$ cat src/gcr_pkg.sv
/*
  Constants for the output control and calibration coefficient register bank.
  Assumes a register-select code and word-wide data from the serial framing logic.
*/
package gcr_pkg;
  localparam int unsigned RSEL_W = 3;
  localparam int unsigned COEF_W = 24;
  localparam int unsigned OCTL_W = 8;
  localparam int unsigned NUM_PAIRS = 5;
  localparam int unsigned IDX_W = 3;
  localparam logic [RSEL_W-1:0] RSEL_OUTPUT_CTRL = 3'h5;
  localparam logic [RSEL_W-1:0] RSEL_OFFSET = 3'h6;
  localparam logic [RSEL_W-1:0] RSEL_FULLSCALE = 3'h7;
  localparam logic [OCTL_W-1:0] OCTL_RESET = 8'h00;
  localparam logic [COEF_W-1:0] OFFSET_RESET = 24'h800000;
  // Bit positions in the output control register, bit 7 first on the wire
  localparam int unsigned BIT_RESERVED = 7;
  localparam int unsigned BIT_BRIDGE = 6;
  localparam int unsigned BIT_UPPER_EN = 5;
  localparam int unsigned BIT_LOWER_EN = 4;
  localparam int unsigned BIT_OUT3 = 3;
  localparam int unsigned BIT_OUT2 = 2;
  localparam int unsigned BIT_OUT1 = 1;
  localparam int unsigned BIT_OUT0 = 0;
  // Last pair index in pseudo-differential mode, shared by channels 4 to 7
  localparam logic [IDX_W-1:0] SHARED_PAIR = 3'h4;
  localparam logic [IDX_W-1:0] DIFF_PAIR_MASK = 3'h3;
endpackage

$ cat src/gcr_coef_bank.sv
/*
  Five-entry bank of 24-bit calibration coefficients with host and engine writes.
  Assumes a single clock; engine writes take priority over host writes.
*/
`timescale 1ns/100ps
`default_nettype none
module gcr_coef_bank #(
  parameter logic [23:0] RESET_VAL = 24'h000000
) (
  input wire logic clk,
  input wire logic arst_n,
  input wire logic [gcr_pkg::IDX_W-1:0] host_idx,
  input wire logic host_we,
  input wire logic [gcr_pkg::COEF_W-1:0] host_wdata,
  input wire logic cal_we,
  input wire logic [gcr_pkg::IDX_W-1:0] cal_idx,
  input wire logic [gcr_pkg::COEF_W-1:0] cal_data,
  input wire logic load_we,
  input wire logic [gcr_pkg::COEF_W-1:0] load_data,
  input wire logic [gcr_pkg::IDX_W-1:0] rd_idx,
  output logic [gcr_pkg::COEF_W-1:0] rd_data
);
  import gcr_pkg::*;
  logic [COEF_W-1:0] mem_q [NUM_PAIRS];
  logic [COEF_W-1:0] mem_d [NUM_PAIRS];

  always_comb begin
    for (int i = 0; i < NUM_PAIRS; i++) begin
      mem_d[i] = mem_q[i];
      if (load_we) begin
        mem_d[i] = load_data;
      end else if (cal_we && cal_idx == IDX_W'(i)) begin
        mem_d[i] = cal_data;
      end else if (host_we && host_idx == IDX_W'(i)) begin
        mem_d[i] = host_wdata;
      end
    end
  end

  always_ff @(posedge clk or negedge arst_n) begin
    if (!arst_n) begin
      for (int i = 0; i < NUM_PAIRS; i++) begin
        mem_q[i] <= RESET_VAL;
      end
    end else begin
      for (int i = 0; i < NUM_PAIRS; i++) begin
        mem_q[i] <= mem_d[i];
      end
    end
  end

  always_comb begin
    rd_data = '0;
    for (int i = 0; i < NUM_PAIRS; i++) begin
      if (rd_idx == IDX_W'(i)) begin
        rd_data = mem_q[i];
      end
    end
  end
endmodule
`default_nettype wire

$ cat src/gcr_regs.sv
/*
  Output control register and offset/full-scale coefficient banks of the converter.
  Assumes serial framing supplies select code, write/read strobes and data in clk domain.
*/
`timescale 1ns/100ps
`default_nettype none
module gcr_regs (
  input wire logic clk,
  input wire logic arst_n,
  input wire logic [gcr_pkg::RSEL_W-1:0] reg_sel,
  input wire logic reg_wr,
  input wire logic reg_rd,
  input wire logic [gcr_pkg::COEF_W-1:0] reg_wdata,
  output logic [gcr_pkg::COEF_W-1:0] reg_rdata,
  output logic reg_rvalid,
  input wire logic [3:0] channel_code,
  input wire logic pseudo_mode,
  input wire logic reference_select,
  input wire logic conv_quiet,
  input wire logic zero_cal_done,
  input wire logic [gcr_pkg::COEF_W-1:0] zero_cal_result,
  input wire logic full_cal_done,
  input wire logic [gcr_pkg::COEF_W-1:0] full_cal_result,
  input wire logic trim_load,
  input wire logic [gcr_pkg::COEF_W-1:0] trim_value,
  input wire logic [3:0] out_pin_in,
  output logic [3:0] out_pin_o,
  output logic [3:0] out_pin_oe,
  output logic bridge_switch_closed,
  output logic [gcr_pkg::IDX_W-1:0] active_pair,
  output logic [gcr_pkg::COEF_W-1:0] active_offset,
  output logic [gcr_pkg::COEF_W-1:0] active_fullscale
);
  import gcr_pkg::*;

  // ***************************************************
  // Pair index from channel and input mode
  // ***************************************************
  logic [IDX_W-1:0] pair_idx;
  always_comb begin
    if (pseudo_mode && channel_code[2]) begin
      pair_idx = SHARED_PAIR;
    end else begin
      pair_idx = channel_code[IDX_W-1:0] & DIFF_PAIR_MASK;
    end
  end

  // ***************************************************
  // Output control register
  // ***************************************************
  logic [OCTL_W-1:0] octl_q;
  logic [OCTL_W-1:0] octl_d;
  logic wr_octl;
  assign wr_octl = reg_wr && reg_sel == RSEL_OUTPUT_CTRL;

  always_comb begin
    octl_d = octl_q;
    if (wr_octl) begin
      octl_d = reg_wdata[OCTL_W-1:0];
      octl_d[BIT_RESERVED] = 1'b0;
    end
  end

  always_ff @(posedge clk or negedge arst_n) begin
    if (!arst_n) begin
      octl_q <= OCTL_RESET;
    end else begin
      octl_q <= octl_d;
    end
  end

  // ***************************************************
  // Pin drivers and bridge switch
  // ***************************************************
  logic upper_pair_enable;
  logic lower_pair_enable;
  logic lower_drive;
  logic [3:0] pin_o_d;
  logic [3:0] pin_oe_d;
  logic bridge_d;
  assign upper_pair_enable = octl_q[BIT_UPPER_EN];
  assign lower_pair_enable = octl_q[BIT_LOWER_EN];
  assign lower_drive = lower_pair_enable && !reference_select;

  always_comb begin
    pin_o_d = octl_q[BIT_OUT3:BIT_OUT0];
    pin_oe_d = {upper_pair_enable, upper_pair_enable, lower_drive, lower_drive};
    bridge_d = octl_q[BIT_BRIDGE];
  end

  always_ff @(posedge clk or negedge arst_n) begin
    if (!arst_n) begin
      out_pin_o <= 4'h0;
      out_pin_oe <= 4'h0;
      bridge_switch_closed <= 1'b0;
    end else begin
      out_pin_o <= pin_o_d;
      out_pin_oe <= pin_oe_d;
      bridge_switch_closed <= bridge_d;
    end
  end

  // ***************************************************
  // Coefficient banks
  // ***************************************************
  logic wr_off;
  logic wr_fs;
  logic [COEF_W-1:0] off_rd;
  logic [COEF_W-1:0] fs_rd;
  assign wr_off = reg_wr && reg_sel == RSEL_OFFSET && conv_quiet;
  assign wr_fs = reg_wr && reg_sel == RSEL_FULLSCALE && conv_quiet;

  gcr_coef_bank #(
    .RESET_VAL(OFFSET_RESET)
  ) u_offset_bank (
    .clk(clk),
    .arst_n(arst_n),
    .host_idx(pair_idx),
    .host_we(wr_off),
    .host_wdata(reg_wdata),
    .cal_we(zero_cal_done),
    .cal_idx(pair_idx),
    .cal_data(zero_cal_result),
    .load_we(1'b0),
    .load_data(OFFSET_RESET),
    .rd_idx(pair_idx),
    .rd_data(off_rd)
  );

  gcr_coef_bank #(
    .RESET_VAL(24'h000000)
  ) u_fullscale_bank (
    .clk(clk),
    .arst_n(arst_n),
    .host_idx(pair_idx),
    .host_we(wr_fs),
    .host_wdata(reg_wdata),
    .cal_we(full_cal_done),
    .cal_idx(pair_idx),
    .cal_data(full_cal_result),
    .load_we(trim_load),
    .load_data(trim_value),
    .rd_idx(pair_idx),
    .rd_data(fs_rd)
  );

  // ***************************************************
  // Readback
  // ***************************************************
  logic [COEF_W-1:0] rdata_d;
  logic [OCTL_W-1:0] octl_view;
  always_comb begin
    octl_view = octl_q;
    if (upper_pair_enable) begin
      octl_view[BIT_OUT3:BIT_OUT2] = out_pin_in[3:2];
    end
    if (lower_pair_enable) begin
      octl_view[BIT_OUT1:BIT_OUT0] = out_pin_in[1:0];
    end
    case (reg_sel)
      RSEL_OUTPUT_CTRL: rdata_d = {16'h0000, octl_view};
      RSEL_OFFSET: rdata_d = off_rd;
      RSEL_FULLSCALE: rdata_d = fs_rd;
      default: rdata_d = 24'h000000;
    endcase
  end

  always_ff @(posedge clk or negedge arst_n) begin
    if (!arst_n) begin
      reg_rdata <= 24'h000000;
      reg_rvalid <= 1'b0;
      active_pair <= 3'h0;
      active_offset <= OFFSET_RESET;
      active_fullscale <= 24'h000000;
    end else begin
      reg_rvalid <= reg_rd;
      if (reg_rd) begin
        reg_rdata <= rdata_d;
      end
      active_pair <= pair_idx;
      active_offset <= off_rd;
      active_fullscale <= fs_rd;
    end
  end
endmodule
`default_nettype wire

$ cat config.mk
export PLATFORM = sky130hd
export DESIGN_NAME = gcr_regs
export DESIGN_NICKNAME = d
export VERILOG_FILES = /design/src/gcr_pkg.sv /design/src/gcr_coef_bank.sv /design/src/gcr_regs.sv
export SDC_FILE = /design/constraint.sdc
export NUM_CORES = 1
export LEC_CHECK = 0
export ABC_AREA = 1
export BUFFER_PORTS_ARGS = -buffer_cell sky130_fd_sc_hd__buf_2
export CAP_MARGIN = 20
export CORE_ASPECT_RATIO = 0.5
export CORE_MARGIN = 10
export CORE_UTILIZATION = 50
export DETAILED_ROUTE_END_ITERATION = 7
export PLACE_DENSITY = 0.69
export SYNTH_ARGS = -nofsm -noshare
export SYNTH_HDL_FRONTEND = slang
export SYNTH_HIERARCHICAL = 1
export SYNTH_SLANG_ARGS = --single-unit
$ cat constraint.sdc
create_clock -name clk -period 1.22 [get_ports clk]
set_input_delay 0.244 -clock clk [delete_from_list [all_inputs] [get_ports clk]]
set_output_delay 0.244 -clock clk [all_outputs]
set_load 0.02 [all_outputs]
==> impl_metrics.ini <==
[run_status]
outcome = finished, violations left
violations = setup timing

[timing]
rsz0062_at_grt = true
skew_ns = 0.0183
finalHoldViolations = 0
hold_slack_ns = 0.0127
setup_slack_ns = -0.418
maxSlewViolCount = 0
clock.fmax_mhz = 610
period_needed_ns = 1.64
fin_crit_sh_pct = 134
final-setup-viol-count = 396

[floorplan]
die_w_um = 300
initial_core_util_pct = 50.5
ioPinCount = 202
die_h_um = 160
die_area_um2 = 48100
rows = 51
core_um2 = 38900

[clock_network]
path_clk_slew_ns = 0.06
clk_latency_ns = 0.56
cts_root_buf = clkbuf_16
clk_path_buf_depth = 3
numCtsBuffers = 34
htreeDepth = 2
tritoncts = done
clock-sinks = 330

[routing]
routed_via_density = 5.76
ant_nets = 0
wire_per_inst_um = 21.6
drc = 0
vias = 23102
drt-initial-drc-count = 3457
wirelength_um = 86800
first_pass_iters = 6

[cells_and_area]
fin_cells = 4010
syn_to_final_growth_pct = 42.8
n_fill_cell = 2970
drive_gt1_share_pct = 31.1
finalNetCount = 3571
register_area_um2 = 8270
multi_input_area_um2 = 11700

[worst_setup_path]
end_kind = flip-flop
criticalPathCategory = input port to flip-flop
arrival_ns = 2.12
slowest_delay_ns = 0.17
start_kind = input port
crit_buf_inv = 10
crit_slowest_cell = nor2_4
critical_path.max_fanout = 7
path_cells = buf_6 -> nand2_4 -> inv_4 -> buf_6 -> nor2_4 -> buf_6 -> buf_12 -> buf_16 -> nor2_4 -> nand2_4 -> buf_12 -> nand3_4 -> inv_8 -> buf_12 -> buf_12 -> nand2_4 -> nand2_2
worstPathRequired_ns = 1.71
crit_top_cell = buf_12
cp_top_family = buffers and inverters

[synth]
yosys_warnings = 6
yosysTopAreaCellShare_pct = 41.3
synthSimpleGateAreaFrac_pct = 47.3
syn_area_um2 = 19600
synth_area_leaders = dfrtp_1, nand2_1, nand3_1
synth_commonest_cells = nand2_1, nand3_1, nor2_1
synth.avg_cell_area_um2 = 6.51
yosysTopAreaCell = dfrtp_1
synth_top_family_by_area = simple AND/OR/NAND/NOR gates
ys.flop_type = dfrtp_1
synthCells = 3016
synth-seq-cells = 330
synth_xor_xnor_area_share_pct = 0
yosys.area_share.adder_pct = 0
synthMuxAreaShare_pct = 0
ys_seq_area_share_pct = 42.1
async_flop_share_pct = 100
synth_most_common_cell = nand2_1
ys_types = 26
synth_compound_area_share_pct = 2.50
synth_edf_count = 0

[pwr]
power_density_nw_per_um2 = 1230
leakage_nw = 15.4
ir_drop_uv = 799
finalPower_mw = 34.5

[global_routing]
grt_max_degree = 127
grt_pass1_vias = 21557
grt_overflow = 0
antenna_found_initial = 3
grt_first_pass_wirelength_um = 128000
grt_use_total_pct = 33.8

[placement]
hpwl_um = 56100
numPortBuffers = 200
gp_congestion = 0.975
dp.cells = 3841
dp_slack_ns = -1.53

[job]
max_cap_viol_count = 0

[hold_path]
hold_path_class = input port to flip-flop
==> layout make-up <==
type / instances / area share [%]
diodes: 2 / 0.0178
clock buffers: 49 / 3.61
clock inverters: 11 / 0.522
inverters: 182 / 2.58
multi-input cells: 2351 / 41.8
flip-flops and latches: 330 / 29.5
well taps: 530 / 2.36
repair buffers: 554 / 19.6
repair inverters: 1 / 0.0402
==> final timing paths <==
kind	end	cells past startpoint	slack, ns	from
setup / recovery	u_fullscale_bank/mem_q[15]	17	-0.42	channel_code[2]
hold / removal	octl_q[6]	3	0.01	reg_wdata[6]
setup reg to reg	reg_rdata[9]	8	-0.15	u_offset_bank/mem_q[105]
hold reg to reg	out_pin_o[3]	0	0.42	octl_q[3]
max in group asynchronous	u_fullscale_bank/mem_q[45]	3	0.34	arst_n
min in group asynchronous	u_offset_bank/mem_q[99]	2	0.15	arst_n
==> layout by cell type, fill, tap and decap left out, types with 9 or more instances in the layout <==
master | Yosys | final
a21oi_1 | 98 | 61
a21oi_2 | 0 | 25
a21oi_4 | 0 | 12
buf_12 | 0 | 89
buf_16 | 0 | 14
buf_2 | 66 | 196
buf_4 | 21 | 173
buf_6 | 12 | 61
buf_8 | 0 | 10
clkbuf_16 | 0 | 40
conb_1 | 2 | 25
dfrtp_1 | 324 | 324
inv_1 | 167 | 161
inv_2 | 12 | 9
nand2_1 | 1366 | 1118
nand2_2 | 6 | 205
nand2_4 | 2 | 50
nand3_1 | 404 | 315
nand3_2 | 6 | 87
nand3_4 | 4 | 12
nand4_1 | 64 | 64
nor2_1 | 355 | 310
nor2_2 | 6 | 34
nor2_4 | 7 | 24
==> what timing repair did <==
| action | in CTS | in global routing |
|---|---|---|
| hold endpoints to repair | 269 | 0 |
| hold buffers | 5 | 0 |
| setup endpoints to repair | 397 | 397 |
| setup buffers | 66 | 26 |
| pin swaps | 156 | 121 |
| gates cloned | 27 | 4 |
| gates resized for setup | 379 | 296 |
==> registers in the layout, indices dropped and copies added, names as in the netlist <==
name / count
active_fullscale: 24
active_offset: 24
active_pair: 3
bridge_switch_closed: 1
octl_q: 7
out_pin_o: 4
out_pin_oe: 2
reg_rdata: 24
reg_rvalid: 1
u_fullscale_bank/mem_q: 120
u_offset_bank/mem_q: 120
==> worst register-to-register path, cell delays in order (launching register included) <==
cell and delay (ns):
dfrtp_1 0.38, nand3_1 0.11, nand2_1 0.13, a21oi_2 0.21, nand3_2 0.12, nand2_1 0.15, nand2_1 0.07, nand2_1 0.05
nand2_1 0.05
==> layer usage <==
metal,wire [um],global-route usage [%]
met5,0,0
met4,4350,14.1
met3,10500,8.42
met2,38100,51.3
met1,33900,45.5
==> logic make-up after synthesis <==
group	after synthesis
AOI/OAI and AO/OA	98
DFF	330
and+or+nand+nor	2228
other	2
buffers and inverters	358
==> power breakdown <==
group,internal (mW),leakage [nW],switching [mW]
registers,12.4,4.01,0.960
clock network,6.45,0.567,4.81
logic,3.82,10.9,6.05
total,22.7,15.4,11.8
==> metrics by stage <==
| step | cell area, um^2 | util [%] | TNS [ns] |
|---|---|---|---|
| after floorplan | 19700 | - | -262.36 |
| after global placement | 23100 | 59.5 | -339.93 |
| after detailed placement | 23100 | 59.5 | -354.09 |
| after CTS | 26900 | 69.3 | -84.38 |
| after global routing | 28000 | 72.2 | -103.06 |
| final | 28000 | 72.2 | -84.10 |
Note: power is estimated with default switching activity, not from simulation.
